===== src/hdl/adcc_pkg.sv =====
package adcc_pkg;

   // ---------------------------------------------------------------
   // register map (word indices taken from haddr[5:2], one word each)
   // ---------------------------------------------------------------
   localparam logic [3:0] ADCC_IDX_CTRL = 4'h0;
   localparam logic [3:0] ADCC_IDX_SEL = 4'h1;
   localparam logic [3:0] ADCC_IDX_STAT = 4'h2;

   // control_status_a fields
   localparam int ADCC_EN_POS = 0;
   localparam int ADCC_START_POS = 1;
   localparam int ADCC_AUTO_POS = 2;
   localparam int ADCC_DONE_POS = 3;
   localparam int ADCC_IE_POS = 4;
   localparam int ADCC_FREE_POS = 5;
   localparam int ADCC_DIV_POS = 6;

   // input_select_reg fields
   localparam int ADCC_CHAN_POS = 0;
   localparam int ADCC_REF_POS = 6;

   // reset values
   localparam logic [2:0] ADCC_DIV_RESET = 3'h0;
   localparam logic [4:0] ADCC_CHAN_RESET = 5'h00;
   localparam logic [1:0] ADCC_REF_RESET = 2'h0;

   // channel codes from here upward select a differential pair
   localparam logic [4:0] ADCC_DIFF_FIRST = 5'h08;

   // ---------------------------------------------------------------
   // conversion lengths and sample points, in converter clocks
   // ---------------------------------------------------------------
   localparam logic [4:0] ADCC_LEN_FIRST = 5'd25;
   localparam logic [4:0] ADCC_LEN_SYNC = 5'd14;
   localparam logic [4:0] ADCC_LEN_NORMAL = 5'd13;
   localparam logic [4:0] ADCC_SH_FIRST = 5'd13;
   localparam logic [4:0] ADCC_SH_SYNC = 5'd2;
   localparam logic [4:0] ADCC_SH_NORMAL = 5'd1;

   localparam int ADCC_PRE_W = 7;

   typedef enum logic [1:0] {
      ADCC_SLP_ACTIVE = 2'b00,
      ADCC_SLP_IDLE = 2'b01,
      ADCC_SLP_NOISE = 2'b10,
      ADCC_SLP_OTHER = 2'b11
   } adcc_sleep_type;

   typedef enum logic [1:0] {
      ADCC_ST_IDLE = 2'b00,
      ADCC_ST_WAIT = 2'b01,
      ADCC_ST_CONV = 2'b10
   } adcc_conv_type;

endpackage


===== src/hdl/adcc_tick_gen.sv =====
`timescale 1ns/1ps
module adcc_tick_gen
   import adcc_pkg::*;
(
   input wire logic clk_sys_in,
   input wire logic reset_in,
   input wire logic ce_in,
   input wire logic run_in,
   input wire logic restart_in,
   input wire logic [2:0] div_sel_in,
   output logic tick_out,
   output logic half_out
);

   typedef struct packed {
      logic [ADCC_PRE_W-1:0] count;
      logic tick;
      logic half;
   } adcc_tick_type;

   adcc_tick_type st, next_st;
   logic [7:0] limit;

   // -------------------------------------------------------------
   // prescaler and half-rate clock
   // -------------------------------------------------------------
   // divide by 2, 4 ... 128 of the system clock
   always_comb begin
      limit = (8'd2 << div_sel_in) - 8'd1;
      next_st = st;
      next_st.tick = 1'b0;
      if (!run_in || restart_in) begin
         next_st.count = '0;
         next_st.half = 1'b0;
      end else if (st.count == limit[ADCC_PRE_W-1:0]) begin
         next_st.count = '0;
         next_st.tick = 1'b1;
         next_st.half = ~st.half;
      end else begin
         next_st.count = st.count + 1'b1;
      end
   end

   always_ff @(posedge clk_sys_in) begin
      if (reset_in) begin
         st <= '0;
      end else if (ce_in) begin
         st <= next_st;
      end
   end

   assign tick_out = st.tick;
   assign half_out = st.half;

endmodule // adcc_tick_gen


===== src/hdl/adcc_control.sv =====
`timescale 1ns/1ps
module adcc_control
   import adcc_pkg::*;
(
   input wire logic clk_sys_in,
   input wire logic reset_in,
   input wire logic ce_in,
   input wire logic hsel_in,
   input wire logic [31:0] haddr_in,
   input wire logic [1:0] htrans_in,
   input wire logic hwrite_in,
   input wire logic [2:0] hsize_in,
   input wire logic [31:0] hwdata_in,
   input wire logic hready_in,
   output logic [31:0] hrdata_out,
   output logic hreadyout_out,
   output logic hresp_out,
   input wire logic trigger_in,
   input wire logic [1:0] sleep_mode_in,
   input wire logic cpu_halted_in,
   input wire logic test_if_enable_in,
   output logic [6:0] applied_select_out,
   output logic conv_active_out,
   output logic sample_hold_out,
   output logic conv_irq_out,
   output logic half_rate_conv_clock_out,
   output logic [3:0] analog_port_upper_pins_out
);

   typedef struct packed {
      logic converter_enable;
      logic start_conversion_bit;
      logic auto_trigger_enable;
      logic conversion_done_flag;
      logic irq_enable;
      logic free_run_src;
      logic [2:0] div_sel;
      logic [4:0] channel_select_bits;
      logic [1:0] reference_select_bits;
      logic [6:0] applied;
      adcc_conv_type cs;
      logic [4:0] count;
      logic [4:0] len;
      logic [4:0] sh;
      logic first;
      logic trig_q;
      logic slp_armed;
      logic test_s1;
      logic test_s2;
      logic sample;
      logic wr_pend;
      logic [3:0] wr_idx;
      logic [31:0] rdata;
   } adcc_state_type;

   adcc_state_type st, next_st;
   logic tick, half, restart, addr_ok, diff, slp_ok, done_now;
   logic [4:0] cnt_inc;

   // -------------------------------------------------------------
   // converter clock source
   // -------------------------------------------------------------
   adcc_tick_gen u_tick (
      .clk_sys_in(clk_sys_in),
      .reset_in(reset_in),
      .ce_in(ce_in),
      .run_in(st.converter_enable),
      .restart_in(restart),
      .div_sel_in(st.div_sel),
      .tick_out(tick),
      .half_out(half)
   );

   // -------------------------------------------------------------
   // next-state logic
   // -------------------------------------------------------------
   // word accesses only; other sizes still decode, low lanes used
   assign addr_ok = hsel_in && htrans_in[1] && hready_in;
   assign diff = st.channel_select_bits >= ADCC_DIFF_FIRST;
   assign cnt_inc = st.count + 5'd1;
   assign done_now = (st.cs == ADCC_ST_CONV) && tick && (cnt_inc == st.len);
   assign slp_ok = st.converter_enable && (st.cs == ADCC_ST_IDLE)
      && !st.start_conversion_bit && !st.auto_trigger_enable && st.irq_enable
      && cpu_halted_in && !st.slp_armed
      && (sleep_mode_in == ADCC_SLP_IDLE || sleep_mode_in == ADCC_SLP_NOISE);
   assign restart = st.converter_enable && st.auto_trigger_enable
      && !st.free_run_src && trigger_in && !st.trig_q && (st.cs == ADCC_ST_IDLE);

   always_comb begin
      next_st = st;
      next_st.sample = 1'b0;
      next_st.trig_q = trigger_in;
      next_st.test_s1 = test_if_enable_in;
      next_st.test_s2 = st.test_s1;
      // bus data phase: write lands now
      next_st.wr_pend = addr_ok && hwrite_in;
      next_st.wr_idx = haddr_in[5:2];
      if (st.wr_pend) begin
         case (st.wr_idx)
            ADCC_IDX_CTRL: begin
               next_st.converter_enable = hwdata_in[ADCC_EN_POS];
               next_st.auto_trigger_enable = hwdata_in[ADCC_AUTO_POS];
               next_st.irq_enable = hwdata_in[ADCC_IE_POS];
               next_st.free_run_src = hwdata_in[ADCC_FREE_POS];
               next_st.div_sel = hwdata_in[ADCC_DIV_POS +: 3];
               if (hwdata_in[ADCC_START_POS] && hwdata_in[ADCC_EN_POS])
                  next_st.start_conversion_bit = 1'b1;
               if (hwdata_in[ADCC_DONE_POS])
                  next_st.conversion_done_flag = 1'b0;
            end
            ADCC_IDX_SEL: begin
               next_st.channel_select_bits = hwdata_in[ADCC_CHAN_POS +: 5];
               next_st.reference_select_bits = hwdata_in[ADCC_REF_POS +: 2];
            end
            default: begin
            end
         endcase
      end
      // release the sleep start once the cpu is running again
      if (!cpu_halted_in || sleep_mode_in == ADCC_SLP_ACTIVE)
         next_st.slp_armed = 1'b0;
      case (st.cs)
         ADCC_ST_IDLE: begin
            if (restart) begin
               next_st.start_conversion_bit = 1'b1;
               next_st.cs = ADCC_ST_WAIT;
            end else if (slp_ok) begin
               next_st.start_conversion_bit = 1'b1;
               next_st.slp_armed = 1'b1;
               next_st.cs = ADCC_ST_WAIT;
            end else if (st.start_conversion_bit) begin
               next_st.cs = ADCC_ST_WAIT;
            end
         end
         ADCC_ST_WAIT: begin
            // begin on the converter clock edge
            if (tick) begin
               next_st.cs = ADCC_ST_CONV;
               next_st.count = 5'd0;
               next_st.first = 1'b0;
               if (st.first) begin
                  next_st.len = ADCC_LEN_FIRST;
                  next_st.sh = ADCC_SH_FIRST;
               end else if (diff && half) begin
                  next_st.len = ADCC_LEN_SYNC;
                  next_st.sh = ADCC_SH_SYNC;
               end else begin
                  next_st.len = ADCC_LEN_NORMAL;
                  next_st.sh = ADCC_SH_NORMAL;
               end
            end
         end
         ADCC_ST_CONV: begin
            if (tick) begin
               next_st.count = cnt_inc;
               if (cnt_inc == st.sh)
                  next_st.sample = 1'b1;
               if (done_now) begin
                  if (st.auto_trigger_enable && st.free_run_src) begin
                     next_st.count = 5'd0;
                     next_st.len = diff ? ADCC_LEN_SYNC : ADCC_LEN_NORMAL;
                     next_st.sh = diff ? ADCC_SH_SYNC : ADCC_SH_NORMAL;
                  end else begin
                     next_st.start_conversion_bit = 1'b0;
                     next_st.cs = ADCC_ST_IDLE;
                  end
               end
            end
         end
         default: next_st.cs = ADCC_ST_IDLE;
      endcase
      // flag sets on completion; set wins over clear
      if (done_now)
         next_st.conversion_done_flag = 1'b1;
      // follow unless locked by a running conversion
      // a free-run restart relocks with the copy just taken
      // updates made while idle reach the next conversion
      if (st.cs != ADCC_ST_CONV || st.count >= st.len - 5'd1)
         next_st.applied = {st.reference_select_bits, st.channel_select_bits};
      // only software disable stops the converter
      if (!next_st.converter_enable) begin
         next_st.cs = ADCC_ST_IDLE;
         next_st.start_conversion_bit = 1'b0;
         next_st.first = 1'b1;
         // an aborted conversion leaves no stale count in the status word
         next_st.count = 5'd0;
      end
      // register read data in the address phase
      next_st.rdata = 32'h0000_0000;
      if (addr_ok && !hwrite_in) begin
         case (haddr_in[5:2])
            ADCC_IDX_CTRL: next_st.rdata[8:0] = {st.div_sel, st.free_run_src,
               st.irq_enable, st.conversion_done_flag, st.auto_trigger_enable,
               st.start_conversion_bit, st.converter_enable};
            ADCC_IDX_SEL: next_st.rdata[7:0] = {st.reference_select_bits,
               1'b0, st.channel_select_bits};
            ADCC_IDX_STAT: next_st.rdata[15:0] = {st.applied, st.cs,
               half, st.first, st.count};
            default: next_st.rdata = 32'h0000_0000;
         endcase
      end
   end

   // -------------------------------------------------------------
   // state register
   // -------------------------------------------------------------
   always_ff @(posedge clk_sys_in) begin
      if (reset_in) begin
         st <= '0;
         st.first <= 1'b1;
         st.div_sel <= ADCC_DIV_RESET;
         st.channel_select_bits <= ADCC_CHAN_RESET;
         st.reference_select_bits <= ADCC_REF_RESET;
         st.cs <= ADCC_ST_IDLE;
      end else if (ce_in) begin
         st <= next_st;
      end
   end

   // -------------------------------------------------------------
   // outputs
   // -------------------------------------------------------------
   // zero wait states, always okay
   assign hrdata_out = st.rdata;
   assign hreadyout_out = 1'b1;
   assign hresp_out = 1'b0;
   assign applied_select_out = st.applied;
   assign conv_active_out = st.cs == ADCC_ST_CONV;
   assign sample_hold_out = st.sample;
   // request wakes the cpu or follows another wake
   assign conv_irq_out = st.conversion_done_flag && st.irq_enable;
   assign half_rate_conv_clock_out = half;

   // test interface takes the upper pins
   for (genvar i = 0; i < 4; i++) begin : g_pin
      assign analog_port_upper_pins_out[i] = !st.test_s2;
   end

   // -------------------------------------------------------------
   // assertions
   // -------------------------------------------------------------
   done_flag_set_a: assert property (
      @(posedge clk_sys_in) disable iff (reset_in || !ce_in)
      done_now |=> st.conversion_done_flag)
      else $error("done flag not set at completion");

   start_cleared_a: assert property (
      @(posedge clk_sys_in) disable iff (reset_in || !ce_in)
      done_now && !st.free_run_src && st.converter_enable |=> !st.start_conversion_bit)
      else $error("start bit not cleared at completion");

   select_locked_a: assert property (
      @(posedge clk_sys_in) disable iff (reset_in || !ce_in)
      st.cs == ADCC_ST_CONV && st.count < st.len - 5'd1 |=> $stable(st.applied))
      else $error("selection changed during conversion");

   select_follow_a: assert property (
      @(posedge clk_sys_in) disable iff (reset_in || !ce_in)
      st.cs == ADCC_ST_CONV && st.count == st.len - 5'd1
      |=> st.applied == $past({st.reference_select_bits, st.channel_select_bits}))
      else $error("selection not copied in last clock");

   first_len_a: assert property (
      @(posedge clk_sys_in) disable iff (reset_in || !ce_in)
      st.cs == ADCC_ST_WAIT && tick && st.first && st.converter_enable
      |=> st.len == 5'd25 && st.cs == ADCC_ST_CONV)
      else $error("first conversion not 25 clocks");

   sync_len_a: assert property (
      @(posedge clk_sys_in) disable iff (reset_in || !ce_in)
      st.cs == ADCC_ST_WAIT && tick && !st.first && diff && half && st.converter_enable
      |=> st.len == 5'd14)
      else $error("synchronised start not 14 clocks");

   presc_hold_a: assert property (
      @(posedge clk_sys_in) disable iff (reset_in || !ce_in)
      !st.converter_enable ##1 !st.converter_enable |-> !tick && !half)
      else $error("prescaler ran while disabled");

   sleep_start_a: assert property (
      @(posedge clk_sys_in) disable iff (reset_in || !ce_in)
      slp_ok && !restart && !(st.wr_pend && st.wr_idx == ADCC_IDX_CTRL)
      |=> st.cs == ADCC_ST_WAIT ##[1:130] st.cs == ADCC_ST_CONV)
      else $error("sleep start did not begin conversion");

   pin_override_a: assert property (
      @(posedge clk_sys_in) disable iff (reset_in || !ce_in)
      test_if_enable_in ##1 test_if_enable_in ##1 test_if_enable_in
      |-> analog_port_upper_pins_out == 4'h0)
      else $error("test interface did not take the pins");

endmodule // adcc_control


===== config.mk =====
export PLATFORM = sky130hd
export DESIGN_NAME = adcc_control
export DESIGN_NICKNAME = d
export VERILOG_FILES = /design/src/hdl/adcc_pkg.sv /design/src/hdl/adcc_tick_gen.sv /design/src/hdl/adcc_control.sv
export SDC_FILE = /design/constraint.sdc
export NUM_CORES = 1
export LEC_CHECK = 0
export BUFFER_PORTS_ARGS = -buffer_cell sky130_fd_sc_hd__buf_2
export CAP_MARGIN = 5
export CORE_ASPECT_RATIO = 0.8
export CORE_MARGIN = 3
export CORE_UTILIZATION = 55
export DETAILED_ROUTE_END_ITERATION = 10
export GPL_TIMING_DRIVEN = 1
export HOLD_SLACK_MARGIN = 0.06
export PLACE_DENSITY_LB_ADDON = 0.15
export SLEW_MARGIN = 20
export SYNTH_ARGS = -nofsm -noshare
export SYNTH_HDL_FRONTEND = slang
export SYNTH_HIERARCHICAL = 1
export SYNTH_SLANG_ARGS = --single-unit

===== constraint.sdc =====
create_clock -name clk_sys_in -period 6.4 [get_ports clk_sys_in]
set_input_delay 0.64 -clock clk_sys_in [delete_from_list [all_inputs] [get_ports clk_sys_in]]
set_output_delay 0.64 -clock clk_sys_in [all_outputs]
set_load 0.02 [all_outputs]

==> flow_metrics.env <==
export IMPL_run_status="finished, final reports clean"
export IMPL_ys_ff_latch=71
export IMPL_nNetsFinal=587
export IMPL_leakage_uw=0.00188
export IMPL_slew_headroom_pct=43.1
export IMPL_diodes=0
export IMPL_die_height_um=83.1
export IMPL_num_rows=27
export IMPL_root_buffer="clkbuf_8"
export IMPL_synth_edff_count=0
export IMPL_timing_fmax_ghz=0.368
export IMPL_die_w_um=102
export IMPL_ir_worst_vdd_v=0.000115
export IMPL_antenna_found_initial=0
export IMPL_synthDistinctLibCells=67
export IMPL_tns_ps=0
export IMPL_met2_usage_pct=33.0
export IMPL_ios=129
export IMPL_avgSynthCellArea_sq_um=8.58
export IMPL_ys_async_sr_fraction_pct=0
export IMPL_clock_latency_ps=340
export IMPL_yosysSeqAreaShare_pct=34.8
export IMPL_sequentialPowerShare_pct=51.7
export IMPL_cts_sinks=71
export IMPL_hp_class="reg -> reg"
export IMPL_r2r_setup_slack_ps=3940
export IMPL_power_uw=866
export IMPL_synth_flop_cell="dfxtp_1"
export IMPL_nFillCells=631
export IMPL_rsz0062_at_grt="no"
export IMPL_worst_setup_path_start_kind="input pin"
export IMPL_start_util_pct=58.1
export IMPL_hpwl_mm=6.37
export IMPL_grt_met3_usage_pct=6.38
export IMPL_via_per_inst=5.59
export IMPL_grt_pass1_wl_mm=14.7
export IMPL_post_cts_resized=0
export IMPL_clock_skew_ps=9.34
export IMPL_grt_pass1_vias=2977
export IMPL_end_kind="flop"
export IMPL_drive_gt1_share_pct=17.6
export IMPL_synth_common_cells="71 x dfxtp_1, 56 x nor2_1, 44 x buf_4, 39 x mux2i_1, 26 x nand2_1"
export IMPL_required_ps=6610
export IMPL_slew_violations=0
export IMPL_io_buffers=55
export IMPL_power_switching_uw=220
export IMPL_wire_per_inst_um=15.1
export IMPL_final_hold_viol_count=0
export IMPL_synthTopCellsByArea="dfxtp_1 35%, mux2i_1 9.6%, buf_4 8.1%"
export IMPL_path_clk_slew_ps=80
export IMPL_yosysTopAreaCellShare_pct=34.8
export IMPL_grt_start_max_net_pins=66
export IMPL_setup_viol=0
export IMPL_area_growth_pct=5.48
export IMPL_postCtsSetupBuffers=0
export IMPL_grt_usage_pct=21.6
export IMPL_vias=3275
export IMPL_internal_power_uw=646
export IMPL_drv_cap=0
export IMPL_gr_max_usage_layer="met2"
export IMPL_use_met1_pct=30.4
export IMPL_hold_buffers=0
export IMPL_ant_nets=0
export IMPL_dieArea_sq_mm=0.00850
export IMPL_yosysMostFrequentCell="dfxtp_1"
export IMPL_overflow=0
export IMPL_tightest_slew_ps=853
export IMPL_cts_buffer_depth=2
export IMPL_syn_area_sq_mm=0.00409
export IMPL_power_density_mw_per_mm2=201
export IMPL_cts_tree="done"
export IMPL_dr_pass1_iters=5
export IMPL_worst_path_max_fanout=39
export IMPL_min_period_ps=2720
export IMPL_criticalPathCategory="in -> reg"
export IMPL_yosysWarnings=6
export IMPL_core_sq_mm=0.00703
export IMPL_p_comb_share_pct=7.2
export IMPL_postSynthCellCount=476
export IMPL_post_synth_top_area_cell="dfxtp_1"
export IMPL_arrival_ps=2930
export IMPL_routabilityCongestion=0.841
export IMPL_cts_inserted_buffers=9
export IMPL_drt_iter0_markers=215
export IMPL_wl_mm=8.83
export IMPL_drc=0
export IMPL_p_clk_share_pct=41.1
export IMPL_fin_crit_sh_pct=42.4
export IMPL_p_sw_share_pct=25.4
export IMPL_htreeDepth=3
[area by class of cell]
cell class / instances / area, sq um / share of cell area, %
clock buffer: 10 / 128 / 2.96
clock inverter: 6 / 70.1 / 1.63
inverter: 22 / 82.6 / 1.92
multi-input combinational: 334 / 2220 / 51.4
sequential: 71 / 1420 / 33.0
tap: 87 / 109 / 2.53
timing repair buffer: 56 / 283 / 6.56
[power groups by stage]
stage | sequential [uW] | combinational [uW] | clock (uW)
floorplan | 458 | 53.5 | 0
global placement | 458 | 61.3 | 0
detailed placement | 459 | 62.1 | 0
CTS | 448 | 62.2 | 365
global route | 449 | 68.8 | 385
finish | 448 | 62.3 | 356
[path summary, 6_finish.rpt]
kind | startpoint | endpoint | cells after the start
setup / recovery | ce_in | applied_select_out[4]$_SDFFE_PP0P_ | 5
hold reg to reg | sample_hold_out$_SDFFE_PP0P_ | sample_hold_out$_SDFFE_PP0P_ | 2
setup reg to reg | st[76]$_SDFFE_PP0P_ | u_tick/half_out$_SDFFE_PP0P_ | 7
hold / removal | sample_hold_out$_SDFFE_PP0P_ | sample_hold_out$_SDFFE_PP0P_ | 2
[routing by layer]
metal | up-vias | routed length [um]
met1 | 1507 | 4160
met4 | 0 | 67
met2 | 109 | 4060
met5 | - | 0
li1 | 1654 | -
met3 | 5 | 544
[worst max-delay path, stage by stage]
cell and delay, ps:
buf_2 570, inv_1 620, o221ai_2 750, mux2i_1 270
nor2_1 50
[kinds of logic after synthesis]
logic type / after synthesis / synth area share (%)
simple gates: 167 / 21.3
buf+inv: 87 / 12.4
compound gates: 83 / 14.7
flops: 71 / 34.8
mux: 40 / 9.83
fa+ha+maj: 13 / 3.98
xor+xnor: 13 / 2.79
other cells: 2 / 0.184
[layout by cell type, fill, tap and decap left out, types with 15 or more instances in the layout]
cell type / count
dfxtp_1: 71
buf_2: 55
o21ai_0: 16
inv_1: 22
mux2i_1: 39
a22oi_1: 15
nand3_1: 17
nor2_1: 56
nand2_1: 26
conb_1: 18
[stage by stage]
stage               cell area [sq um]  hold WS (ps)  worst slack, ps  util (%)  instances
floorplan                        4150           449             4230         -        492
global placement                 4110           455             3350      58.5        570
detailed placement               4110           453             3320      58.5        570
CTS                              4310           465             3700      61.3        586
global route                     4310           506             3500      61.3        586
finish                           4310           463             3680      61.3        586
[state kept, by name (all words and copies together) (netlist names)]
name,count
applied_select_out,7
hrdata_out,16
next_st,1
sample_hold_out,1
st,37
u_tick/half_out,1
u_tick/st,7
u_tick/tick_out,1
(Power assumes the default switching activity.)
